`src/include/sdb_pkg.sv`:
```
// constants and state type for the speed-detect / brake configuration bank
// assumes a single 50 MHz clock domain and a 32-bit word register port

package sdb_pkg;

    // ************************************************************
    // register map
    // ************************************************************
    localparam int          NUM_REGS = 13;
    localparam int          ADDR_W   = 12;
    localparam logic [11:0] REG_OFFS [NUM_REGS] = '{
        12'h080, 12'h082, 12'h084, 12'h086, 12'h088, 12'h08a, 12'h08c,
        12'h08e, 12'h090, 12'h096, 12'h098, 12'h09a, 12'h09c};
    localparam int          DET_IDX   = 0;
    localparam logic [31:0] RESET_VAL = 32'h0000_0000;

    // ************************************************************
    // initial-speed-detect field positions
    // ************************************************************
    localparam int PARITY_BIT    = 31;
    localparam int DETECT_EN_BIT = 30;
    localparam int BRAKE_EN_BIT  = 29;
    localparam int FLOAT_EN_BIT  = 28;
    localparam int REVERSE_BIT   = 27;
    localparam int RESYNC_BIT    = 26;
    localparam int STAND_BRK_BIT = 25;
    localparam int EMF_THR_LSB   = 22;
    localparam int SWITCH_BIT    = 21;
    localparam int EXIT_SEL_BIT  = 20;
    localparam int CUR_LIM_LSB   = 17;
    localparam int BRK_DUR_LSB   = 13;
    localparam int FLOAT_DUR_LSB = 9;
    localparam int STAND_DUR_LSB = 6;
    localparam int RESYNC_MV_LSB = 3;

    // ************************************************************
    // code to physical value tables (mV or ms)
    // ************************************************************
    localparam logic [6:0]  THR_MV [8] = '{
        7'h05, 7'h0a, 7'h0f, 7'h14, 7'h19, 7'h1e, 7'h32, 7'h64};
    localparam logic [13:0] DUR_MS [16] = '{
        14'h000a, 14'h0032, 14'h0064, 14'h00c8, 14'h012c, 14'h0190,
        14'h01f4, 14'h02ee, 14'h03e8, 14'h07d0, 14'h0bb8, 14'h0fa0,
        14'h1388, 14'h1d4c, 14'h2710, 14'h3a98};
    localparam logic [9:0]  STAND_MS [8] = '{
        10'h001, 10'h00a, 10'h019, 10'h032, 10'h064, 10'h0fa,
        10'h1f4, 10'h3e8};
    localparam logic [10:0] RESYNC_MV [8] = '{
        11'h000, 11'h12c, 11'h190, 11'h1f4, 11'h258, 11'h320,
        11'h3e8, 11'h4e2};

    // ************************************************************
    // block state
    // ************************************************************
    typedef struct packed {
        logic [NUM_REGS-1:0][31:0] bank;
        logic [31:0]               rdData;
        logic                      rdValid;
        logic                      addrErr;
        logic [6:0]                emfMv;
        logic [6:0]                curMv;
        logic [13:0]               brkMs;
        logic [13:0]               floatMs;
        logic [9:0]                standMs;
        logic [10:0]               resyncMv;
    } sdb_state_s;

endpackage

```
`src/design/sdb_config_bank.sv`:
```
// configuration bank for the initial-speed-detect and brake settings
// assumes the serial front end delivers whole 32-bit words and address
// strobes synchronous to ref_clk; the motor algorithm reads the fields

`timescale 1ns/1ns

module sdb_config_bank
    import sdb_pkg::*;
(
    // clock and reset
    input  wire logic              ref_clk,
    input  wire logic              reset_n,
    // register port
    input  wire logic              cfgWrite,
    input  wire logic              cfgRead,
    input  wire logic [ADDR_W-1:0] cfgAddr,
    input  wire logic [31:0]       cfgWrData,
    output logic      [31:0]       cfgRdData,
    output logic                   cfgRdValid,
    output logic                   cfgAddrErr,
    // single-bit settings to the motor algorithm
    output logic                   speedDetectEnable,
    output logic                   brakeEnable,
    output logic                   floatOutputsEnable,
    output logic                   reverseDriveEnable,
    output logic                   resyncEnable,
    output logic                   standstillBrakeEnable,
    output logic                   brakingSwitchSelect,
    output logic                   brakingExitSelect,
    output logic                   parityBit,
    // raw codes
    output logic      [2:0]        standstillEmfThreshold,
    output logic      [2:0]        brakingCurrentLimit,
    output logic      [3:0]        brakingDuration,
    output logic      [2:0]        standstillBrakingDuration,
    output logic      [2:0]        resyncMinEmf,
    // decoded values
    output logic      [6:0]        standstillEmfMv,
    output logic      [6:0]        brakingCurrentMv,
    output logic      [13:0]       brakingDurationMs,
    output logic      [13:0]       floatDurationMs,
    output logic      [9:0]        standstillBrakingMs,
    output logic      [10:0]       resyncMinEmfMv
);

    // ************************************************************
    // address decode
    // ************************************************************
    sdb_state_s          st;
    sdb_state_s          next_st;
    logic [NUM_REGS-1:0] hit;
    logic [31:0]         detWord;

    // one comparator per mapped offset
    // a full-width compare, so gap and odd offsets miss every word
    genvar gi;
    generate
        for (gi = 0; gi < NUM_REGS; gi++)
        begin : g_hit
            assign hit[gi] = (cfgAddr == REG_OFFS[gi]);
        end
    endgenerate

    // ************************************************************
    // next state
    // ************************************************************
    // reads see the word before a same-cycle write lands, so a combined
    // read and write to one word returns the old value and stores the new;
    // unmapped offsets store nothing and read as zero
    always_comb
    begin
        next_st         = st;
        next_st.rdValid = 1'b0;
        next_st.addrErr = 1'b0;
        if (cfgWrite)
        begin
            for (int i = 0; i < NUM_REGS; i++)
            begin
                if (hit[i])
                begin
                    next_st.bank[i] = cfgWrData;
                end
            end
            if (hit == '0)
            begin
                next_st.addrErr = 1'b1;
            end
        end
        if (cfgRead)
        begin
            next_st.rdValid = 1'b1;
            next_st.rdData  = RESET_VAL; // unmapped reads return zero
            for (int i = 0; i < NUM_REGS; i++)
            begin
                if (hit[i])
                begin
                    next_st.rdData = st.bank[i];
                end
            end
            if (hit == '0)
            begin
                next_st.addrErr = 1'b1;
            end
        end
        // decode from the new word so codes and values move together
        next_st.emfMv    = THR_MV[next_st.bank[DET_IDX][EMF_THR_LSB +: 3]];
        next_st.curMv    = THR_MV[next_st.bank[DET_IDX][CUR_LIM_LSB +: 3]];
        next_st.brkMs    = DUR_MS[next_st.bank[DET_IDX][BRK_DUR_LSB +: 4]];
        next_st.floatMs  = DUR_MS[next_st.bank[DET_IDX][FLOAT_DUR_LSB +: 4]];
        next_st.standMs  = STAND_MS[next_st.bank[DET_IDX][STAND_DUR_LSB +: 3]];
        next_st.resyncMv = RESYNC_MV[next_st.bank[DET_IDX][RESYNC_MV_LSB +: 3]];
    end

    // ************************************************************
    // state register
    // ************************************************************
    // all words clear to zero; decoded values follow code zero, so the
    // algorithm never sees a decoded value that disagrees with its code
    always_ff @(posedge ref_clk or negedge reset_n)
    begin
        if (!reset_n)
        begin
            st          <= '0;
            st.emfMv    <= THR_MV[0];
            st.curMv    <= THR_MV[0];
            st.brkMs    <= DUR_MS[0];
            st.floatMs  <= DUR_MS[0];
            st.standMs  <= STAND_MS[0];
            st.resyncMv <= RESYNC_MV[0];
        end
        else
        begin
            st <= next_st;
        end
    end

    // ************************************************************
    // outputs, all taken from the state flops
    // ************************************************************
    // register port answers
    assign cfgRdData                 = st.rdData;
    assign cfgRdValid                = st.rdValid;
    assign cfgAddrErr                = st.addrErr;

    // single-bit settings, one stored bit each
    assign detWord                   = st.bank[DET_IDX];
    assign parityBit                 = detWord[PARITY_BIT];
    assign speedDetectEnable         = detWord[DETECT_EN_BIT];
    assign brakeEnable               = detWord[BRAKE_EN_BIT];
    assign floatOutputsEnable        = detWord[FLOAT_EN_BIT];
    assign reverseDriveEnable        = detWord[REVERSE_BIT];
    assign resyncEnable              = detWord[RESYNC_BIT];
    assign standstillBrakeEnable     = detWord[STAND_BRK_BIT];
    assign brakingSwitchSelect       = detWord[SWITCH_BIT];
    assign brakingExitSelect         = detWord[EXIT_SEL_BIT];

    // raw codes handed to the algorithm as stored
    assign standstillEmfThreshold    = detWord[EMF_THR_LSB +: 3];
    assign brakingCurrentLimit       = detWord[CUR_LIM_LSB +: 3];
    assign brakingDuration           = detWord[BRK_DUR_LSB +: 4];
    assign standstillBrakingDuration = detWord[STAND_DUR_LSB +: 3];
    assign resyncMinEmf              = detWord[RESYNC_MV_LSB +: 3];

    // decoded values, registered beside their codes so both move on one edge
    assign standstillEmfMv           = st.emfMv;
    assign brakingCurrentMv          = st.curMv;
    assign brakingDurationMs         = st.brkMs;
    assign floatDurationMs           = st.floatMs;
    assign standstillBrakingMs       = st.standMs;
    assign resyncMinEmfMv            = st.resyncMv;

    // a write that lands in the speed-detect word this cycle
    logic detWr;
    assign detWr = cfgWrite && hit[DET_IDX];
endmodule

```
`config.mk`:
```
export PLATFORM = sky130hd
export DESIGN_NAME = sdb_config_bank
export DESIGN_NICKNAME = d
export VERILOG_FILES = /design/src/include/sdb_pkg.sv /design/src/design/sdb_config_bank.sv
export SDC_FILE = /design/constraint.sdc
export NUM_CORES = 1
export LEC_CHECK = 0
export BUFFER_PORTS_ARGS = -buffer_cell sky130_fd_sc_hd__buf_2
export CAP_MARGIN = 10
export CORE_UTILIZATION = 60
export DETAILED_ROUTE_END_ITERATION = 8
export PLACE_DENSITY_LB_ADDON = 0.08
export SYNTH_ARGS = -nofsm -noshare
export SYNTH_HDL_FRONTEND = slang
export SYNTH_SLANG_ARGS = --single-unit
```
`constraint.sdc`:
```
create_clock -name ref_clk -period 2.9 [get_ports ref_clk]
set_input_delay 0.87 -clock ref_clk [delete_from_list [all_inputs] [get_ports ref_clk]]
set_output_delay 0.87 -clock ref_clk [all_outputs]
set_load 0.01 [all_outputs]
```
==> impl_metrics.csv, run 1 <==
group,metric,value,unit
status,status,"finished, final reports clean",
power,p_leak,0.01483,uW
floorplan,rows,74,
global_routing,grt_pass1_wl,109100,um
logic_synthesis,synthXorXnorAreaFrac,0.1402,%
placed_design,hpwl,47860,um
placed_design,io_buffers,166,
placed_design,gp_congestion,0.9031,
timing,min_period,2.746,ns
critical_path,cpPeakStageDelay,0.69,ns
timing,worst_pin_slew,0.8612,ns
logic_synthesis,async_flop_share,100.0,%
timing,setup_slack,0.1544,ns
timing,skew,0.02692,ns
logic_synthesis,synth_compound_area_share,11.32,%
cts,clk_pin_slew_worst_paths,0.06,ns
route,drc_errors,0,
logic_synthesis,synthFlopType,"dfrtp_1",
cts,clock_sinks,507,
logic_synthesis,synth_fa_ha_area_share,1.453,%
critical_path,reg2reg_setup_slack,0.80,ns
route,wl_per_cell,24.57,um
cells_and_area,areaGrowthSynthToFinish,17.02,%
cells_and_area,final_core_util,71.43,%
floorplan,initial_utilization,61.04,%
floorplan,die_w,206.0,um
route,vias,18450,
critical_path,arrival,3.28,ns
critical_path,r2r_end,"cfgRdData[24]",
worst_hold_path,hp-class,"in -> async",
critical_path,cp_top_family,"buffers and inverters",
route,drt-total-wl,71800,um
critical_path,cp_max_fo,10,
critical_path,cpMaxStageDelayCell,"a2111oi_0",
timing,timing.hold.ws,0.1944,ns
cts,numCtsBuffers,52,
power,vdd_drop_max,0.4884,mV
timing,rsz0062_at_grt,"false",
logic_synthesis,synthMuxAreaShare,22.40,%
route,ant_nets,0,
logic_synthesis,yosysWarnings,0,
global_routing,grt_overflow,0,
cells_and_area,nets,2421,
cts,root_buffer,"clkbuf_16",
logic_synthesis,ys_ff_latch,507,
route,viasPerCell,6.313,
route,first_pass_iters,7,
global_routing,grt_start_max_net_pins,82,
run,cap_violations,0,
timing,setup_viol,0,
critical_path,path_cells,"buf_2 -> buf_4 -> or4bb_1 -> buf_4 -> nor2_1 -> buf_4 -> nand4_1 -> o21ai_0 -> or2_2 -> a2111oi_0 -> buf_4",
cells_and_area,drive_gt1_share,40.08,%
logic_synthesis,synth_edf_count,0,
logic_synthesis,synth-simple-area-share,7.032,%
cts,hold_buffers,0,
timing,slew_viol_final,0,
cts,htreeDepth,2,
route,drt_iter0_markers,1692,
logic_synthesis,synthDominantCellAreaShare,49.89,%
global_routing,antenna_found_initial,2,
logic_synthesis,synth.distinct_cells,71,
critical_path,cp-end-kind,"flop",
logic_synthesis,yosysSeqAreaShare,50.83,%
timing,hold_violations,0,
timing,setup_tns,0,ns
power,power.density,512.6,nW/um2
logic_synthesis,syn_area,24980,um2
critical_path,cp.depth,11,
critical_path,cp_common_cell,"buf_4",
cts,clock_latency,0.62,ns
floorplan,die-area,42450,um2
logic_synthesis,synth_top_family_by_area,"multiplexers",
floorplan,die_y,206.0,um
cts,cts_tree,"done",
cts,cts_setup_buffers,0,
critical_path,rr_startpoint,"st[185]",
timing,max_freq,364.2,MHz
critical_path,critical_path_required,3.43,ns
floorplan,io_pins,170,
cts,clock_path_buffers,3,
global_routing,grt.total_usage,34.26,%
cells_and_area,nFillCells,2909,
logic_synthesis,synth.area.top_cells,"dfrtp_1 (50%), mux2_2 (18%), mux2i_1 (3.6%), buf_4 (3.5%), nand2_1 (2.6%)",
timing,maxSlewHeadroom,41.10,%
critical_path,start_kind,"input pin",
placed_design,place_ws,-0.4122,ns
cts,ctsResizeCount,0,
logic_synthesis,netlist_top_cells_count,"dfrtp_1 (498), mux2_2 (406), nand2_1 (171)",
logic_synthesis,avgSynthCellArea,11.43,um2
floorplan,core_area,40920,um2
critical_path,reg2reg_depth,7,
timing,period_share,94.68,%
logic_synthesis,synth.most_common_cell,"dfrtp_1",
critical_path,crit_type,"in -> reg",
logic_synthesis,yosys.area.top_type,"dfrtp_1",
global_routing,grt_pass1_vias,18450,
critical_path,cp_num_buf_inv,5,
logic_synthesis,synthCells,2185,
==> worst max path at each step <==
stage / end / from
2_1_floorplan: floatDurationMs[6] / cfgAddr[0]
3_3_place_gp: cfgAddrErr / cfgAddr[2]
3_5_place_dp: cfgAddrErr / cfgAddr[2]
4_1_cts: brakingDurationMs[6] / cfgAddr[5]
5_1_grt: brakingDurationMs[3] / cfgAddr[5]
6_report: cfgAddrErr / cfgAddr[7]
==> cell families (layout without fill, tap and decap cells) <==
kind of cell,after synthesis,after routing
buf+inv,324,525
other cells,1,5
simple gates,384,384
compound gates,433,433
mux,503,503
fa+ha+maj,29,29
xor+xnor,4,4
flops,507,507
==> flip-flops by register name (all words and copies together), names as in the netlist <==
name	count
brakingCurrentMv	7
brakingDurationMs	13
cfgAddrErr	1
cfgRdData	32
cfgRdValid	1
detWord	31
floatDurationMs	13
resyncMinEmfMv	8
st	384
standstillBrakingMs	10
standstillEmfMv	7
==> layout make-up <==
class / count / area [um2] / area share (%)
antenna: 2 / 5.005 / 0.01712
clock buffer: 80 / 1577 / 5.393
clock inverter: 18 / 220.2 / 0.7533
inverter: 32 / 120.1 / 0.4109
multi-input combinational: 1356 / 10820 / 37.02
sequential: 507 / 12700 / 43.44
tap: 532 / 665.6 / 2.277
timing repair buffer: 395 / 3126 / 10.69
==> cell usage in the layout, fill, tap and decap left out, drive strengths merged, types with 5 or more instances in the layout <==
cell | Yosys | layout
a211o | 9 | 9
a211oi | 13 | 13
a21o | 11 | 11
a21oi | 103 | 103
a221o | 5 | 5
a221oi | 25 | 25
a22oi | 19 | 19
a2bb2oi | 9 | 9
a31oi | 15 | 15
and3 | 9 | 9
buf | 168 | 395
clkbuf | 124 | 80
clkinv | 1 | 13
dfrtp | 498 | 498
dfstp | 9 | 9
ha | 29 | 29
inv | 31 | 33
mux2 | 409 | 409
mux2i | 90 | 90
nand2 | 172 | 172
nand2b | 6 | 6
nand3 | 7 | 7
nor2 | 94 | 94
nor2b | 27 | 27
nor3 | 29 | 29
nor4 | 5 | 5
o21ai | 108 | 108
o221ai | 32 | 32
o22a | 12 | 12
o22ai | 38 | 38
o32ai | 5 | 5
or2 | 6 | 6
or3 | 10 | 10
==> report_power, final <==
group,switching (uW),internal (uW)
Clock,2840,4110
Combinational,609,278
Sequential,27.3,7120
Total,3480,11500
==> layer usage <==
layer / vias to the layer above / wire, um / track usage [%]
li1: 8078 / - / -
met1: 9507 / 30070 / 46.26
met2: 705 / 34880 / 56.26
met3: 157 / 4201 / 4.541
met4: 0 / 2646 / 13.42
met5: - / 0 / 0
==> metrics by stage <==
stage	area (um2)	instances	total power, uW
CTS	29230	2920	15070
detailed placement	27430	2822	8153
global placement	27430	2822	8139
global route	29230	2922	15410
floorplan	25220	2187	7668
finish	29230	2922	14980
Power figures use the tool's default switching activity.
==> run 2, diff against run 1 <==
--- a/config.mk
+++ b/config.mk
@@ -9,7 +9,7 @@
 export CAP_MARGIN = 10
 export CORE_UTILIZATION = 60
 export DETAILED_ROUTE_END_ITERATION = 8
-export PLACE_DENSITY_LB_ADDON = 0.08
+export PLACE_DENSITY_LB_ADDON = 0.12
 export SYNTH_ARGS = -nofsm -noshare
 export SYNTH_HDL_FRONTEND = slang
 export SYNTH_SLANG_ARGS = --single-unit
==> impl_metrics.csv, run 2 (same netlist as run 1, synthesis figures left out) <==
group,metric,value,unit
critical_path,cpPeakStageDelay,0.52,ns
cells_and_area,areaGrowthSynthToFinish,16.00,%
cells_and_area,drive_gt1_share,39.51,%
cells_and_area,num_antenna_cells,0,
route,viasPerCell,6.306,
timing,setup_viol,0,
floorplan,die_y,206.0,um
placed_design,place_ws,-0.4458,ns
critical_path,path_cells,"buf_2 -> or4b_1 -> buf_4 -> nor4_4 -> buf_12 -> buf_12 -> mux2i_1 -> inv_1 -> ha_1 -> nand2_1 -> o21ai_0",
placed_design,place_area,27240,um2
cts,clk_pin_slew_worst_paths,0.06,ns
worst_hold_path,hp-class,"in -> async",
cts,htreeDepth,2,
floorplan,initial_utilization,61.04,%
global_routing,grt_start_max_net_pins,75,
power,vdd_drop_max,0.5208,mV
critical_path,cp_max_fo,14,
floorplan,die-area,42450,um2
cts,clock_latency,0.62,ns
placed_design,io_buffers,166,
power,finalPower,14770,uW
critical_path,cpMaxStageDelayCell,"or4b_1",
critical_path,cp_common_cell,"buf_12",
critical_path,crit_type,"in -> reg",
critical_path,start_kind,"input pin",
critical_path,critical_path_required,3.41,ns
global_routing,grt.total_usage,33.55,%
route,vias,18360,
floorplan,core_area,40920,um2
cells_and_area,mostFrequentLayoutCell,"dfrtp_1",
timing,max_freq,365.0,MHz
route,first_pass_iters,8,
cts,cts_tree,"done",
placed_design,place_inst,2812,
timing,maxSlewHeadroom,57.23,%
floorplan,die_w,206.0,um
cts,ctsResizeCount,0,
timing,period_share,94.46,%
cells_and_area,largest_register_ffs,384,
global_routing,grt_pass1_vias,18410,
cts,cts_setup_buffers,0,
cells_and_area,instances_no_fill,2911,
critical_path,rr_startpoint,"st[185]",
run,cap_violations,0,
critical_path,arrival,3.24,ns
route,ant_nets,0,
status,status,"finished, final reports clean",
route,drt_iter0_markers,1677,
timing,worst_pin_slew,0.6254,ns
floorplan,io_pins,170,
cts,clock_sinks,507,
route,wl_per_cell,24.00,um
cts,clock_path_buffers,3,
global_routing,grt_pass1_wl,107900,um
route,drt-total-wl,69870,um
placed_design,hpwl,46430,um
timing,slew_viol_final,0,
timing,hold_violations,0,
cts,numCtsBuffers,53,
cells_and_area,final_cell_area,28980,um2
route,drc_errors,0,
power,power.density,509.7,nW/um2
timing,setup_slack,0.1605,ns
timing,skew,0.01492,ns
power,p_leak,0.01471,uW
global_routing,antenna_found_initial,0,
cells_and_area,nets,2412,
cts,root_buffer,"clkbuf_16",
placed_design,gp_congestion,0.9014,
timing,min_period,2.739,ns
cts,hold_buffers,0,
timing,rsz0062_at_grt,"false",
critical_path,critPathLaunch,"cfgAddr[5]",
critical_path,cp-end-kind,"flop",
global_routing,grt_overflow,0,
cells_and_area,top_register,"st",
floorplan,rows,74,
cells_and_area,final_cell_mix,"dfrtp_1 (498), mux2_2 (406), buf_4 (184)",
==> run 2: changes by cell type in the layout (fill, tap and decap cells not counted), sizes merged <==
cell / before / now
clkinv: 13 / 12
clkbuf: 80 / 86
buf: 395 / 385
bufinv: 4 / 1
diode: 2 / 0
inv: 33 / 32
==> run 2: final timing paths <==
path,to,slack (ns),depth (start not counted)
min in group ref_clk,detWord[1],0.48,2
max in group asynchronous,brakingCurrentMv[0],1.82,2
worst min-delay path,st[234],0.23,1
worst min register to register,detWord[1],0.48,2
worst max-delay path,standstillEmfMv[4],0.16,11
worst max register to register,cfgRdData[24],0.87,7
==> run 2: metal layers <==
layer / track usage, % / up-vias / share of wire [%]
met5: 0 / - / 0
met2: 55.36 / 737 / 49
met4: 13.16 / 0 / 3.4
met1: 45.15 / 9456 / 41
met3: 4.305 / 137 / 6.3
li1: - / 8027 / -
==> run 2: power by group <==
part	switching (uW)	total (uW)	internal, uW
Sequential	27.1	7150	7120
Clock	2870	6770	3900
Combinational	598	857	260
Total	3500	14800	11300
==> run 2: final cells by class <==
type                            count  area, um2
Inverter                           32      120.1
Fill cell                        2995      11950
Clock inverter                     13      127.6
Clock buffer                       86       1612
Multi-Input combinational cell   1356      10820
Sequential cell                   507      12700
Timing Repair Buffer              385       2938
Tap cell                          532      665.6
==> run 2: through the flow <==
stage          hold slack, ns  utilization (%)  setup TNS, ns
2_1_floorplan          0.4450                -         -6.115
3_3_place_gp           0.4561            66.56         -61.08
3_5_place_dp           0.4625            66.56         -70.81
4_1_cts                0.2215            70.81              0
5_1_grt                0.2586            70.81              0
6_report               0.2310            70.81              0
==> run 2: critical path, delay by kind of cell <==
kind	cells	cell delay (ns)
simple gates	3	0.84
fa+ha+maj	1	0.24
compound gates	1	0.07
buf+inv	5	0.85
mux	1	0.35
==> run 3, diff against run 2 <==
--- a/config.mk
+++ b/config.mk
@@ -5,10 +5,11 @@
 export SDC_FILE = /design/constraint.sdc
 export NUM_CORES = 1
 export LEC_CHECK = 0
-export BUFFER_PORTS_ARGS = -buffer_cell sky130_fd_sc_hd__buf_2
 export CAP_MARGIN = 10
+export CORE_MARGIN = 2
 export CORE_UTILIZATION = 60
 export DETAILED_ROUTE_END_ITERATION = 8
+export DONT_BUFFER_PORTS = 1
 export PLACE_DENSITY_LB_ADDON = 0.12
 export SYNTH_ARGS = -nofsm -noshare
 export SYNTH_HDL_FRONTEND = slang
==> impl_metrics.csv, run 3 (same netlist as run 1, synthesis figures left out) <==
group,metric,value,unit
status,status,"finished with violations",
status,violations,"hold timing, slew limit",
power,power.density,523.7,nW/um2
critical_path,start_kind,"input pin",
timing,min_period,2.662,ns
placed_design,io_buffers,0,
cells_and_area,final_cell_area,27580,um2
critical_path,critPathLaunch,"cfgAddr[5]",
critical_path,critical_path_required,3.38,ns
critical_path,path_cells,"or4b_1 -> buf_4 -> nor3_2 -> nand2_1 -> buf_4 -> o22ai_1 -> a221oi_1 -> a211o_1",
global_routing,grt_pass1_wl,105700,um
placed_design,gp_congestion,0.8900,
cts,ctsResizeCount,0,
floorplan,die-area,43280,um2
critical_path,cpPeakStageDelay,0.51,ns
timing,worst_pin_slew,1.678,ns
power,p_leak,0.01359,uW
cells_and_area,mostFrequentLayoutCell,"dfrtp_1",
route,ant_nets,0,
cells_and_area,nFillCells,3056,
cts,clock_path_buffers,3,
timing,setup_viol,0,
cts,clk_pin_slew_worst_paths,0.07,ns
critical_path,cp-end-kind,"flop",
timing,hold_violations,21,
global_routing,grt_pass1_vias,17650,
route,drt_iter0_markers,1511,
cells_and_area,final_cell_mix,"dfrtp_1 (498), mux2_2 (406), nand2_1 (171)",
critical_path,arrival,3.15,ns
cts,root_buffer,"clkbuf_16",
floorplan,die_y,208.0,um
critical_path,rr_startpoint,"st[170]",
floorplan,io_pins,170,
worst_hold_path,hp-class,"in -> async",
timing,period_share,91.79,%
cts,cts_setup_buffers,0,
placed_design,hpwl,42520,um
timing,rsz0062_at_grt,"false",
timing,setup_tns,0,ns
cts,clock_sinks,507,
cells_and_area,multi_input_area,10810,um2
route,first_pass_iters,7,
timing,max_freq,375.7,MHz
route,vias,17330,
critical_path,cp_max_fo,10,
floorplan,rows,74,
critical_path,crit_type,"in -> reg",
cells_and_area,ff_latch_area,12700,um2
critical_path,cp_top_family,"simple AND/OR/NAND/NOR gates",
cells_and_area,largest_register_ffs,384,
timing,skew,0.01868,ns
global_routing,grt_start_max_net_pins,508,
floorplan,die_w,208.0,um
route,viasPerCell,6.470,
cells_and_area,areaGrowthSynthToFinish,10.42,%
placed_design,place_area,25790,um2
cts,numCtsBuffers,52,
timing,timing.hold.ws,-0.005891,ns
timing,slew_viol_final,220,
critical_path,cp_num_buf_inv,2,
cts,cts_tree,"done",
route,wl_per_cell,25.58,um
floorplan,initial_utilization,61.04,%
critical_path,cpMaxStageDelayCell,"or4b_1",
timing,maxSlewHeadroom,-11.87,%
cts,htreeDepth,2,
critical_path,cp_common_cell,"buf_4",
route,drt-total-wl,68540,um
cts,clock_latency,0.60,ns
route,drc_errors,0,
global_routing,grt_overflow,0,
power,vdd_drop_max,0.5234,mV
cells_and_area,drive_gt1_share,33.40,%
floorplan,core_area,40920,um2
cells_and_area,num_antenna_cells,0,
cells_and_area,nets,2181,
run,cap_violations,0,
global_routing,antenna_found_initial,0,
global_routing,grt.total_usage,31.54,%
cells_and_area,top_register,"st",
run 3: final timing paths:
kind / endpoint / slack [ns] / cells after the start
hold / removal: brakingCurrentMv[1] / -0.006 / 0
setup reg to reg: cfgRdData[9] / 1.02 / 6
hold reg to reg: st[166] / 0.49 / 1
min in group ref_clk: cfgRdValid / 0.31 / 0
setup / recovery: cfgRdData[25] / 0.24 / 8
max in group asynchronous: st[475] / 1.58 / 0
run 3: metal layers:
| layer | part of all wire, % | GRT usage (%) |
|---|---|---|
| met4 | 4.0 | 13.92 |
| met1 | 41 | 41.81 |
| met2 | 48 | 51.12 |
| met5 | 0 | 0 |
| met3 | 7.0 | 5.660 |
run 3: final cells by class:
class | count | area share [%]
clock buffer | 76 | 5.661
clock inverter | 21 | 0.8074
inverter | 32 | 0.4355
multi-input combinational | 1356 | 39.19
sequential | 507 | 46.04
tap | 532 | 2.413
timing repair buffer | 155 | 5.452
run 3: metrics by stage:
step / hold WS (ns) / cells / power (uW) / utilization (%) / setup WS (ns)
global route: -0.03707 / 2679 / 14850 / 67.40 / 0.1504
finish: -0.005891 / 2679 / 14450 / 67.40 / 0.2381
detailed placement: 0.4705 / 2581 / 7634 / 63.02 / -0.3383
floorplan: 0.4450 / 2187 / 7668 / - / -0.2583
CTS: -0.04936 / 2678 / 14520 / 67.38 / 0.2917
global placement: 0.4569 / 2581 / 7625 / 63.02 / -0.2355
run 3: report_power, final:
| part | total, uW | internal (uW) | switching [uW] | leakage, uW |
|---|---|---|---|---|
| clock network | 6930 | 4090 | 2840 | 0.000894 |
| registers | 7160 | 7120 | 39.2 | 0.00701 |
| logic | 357 | 165 | 192 | 0.00569 |
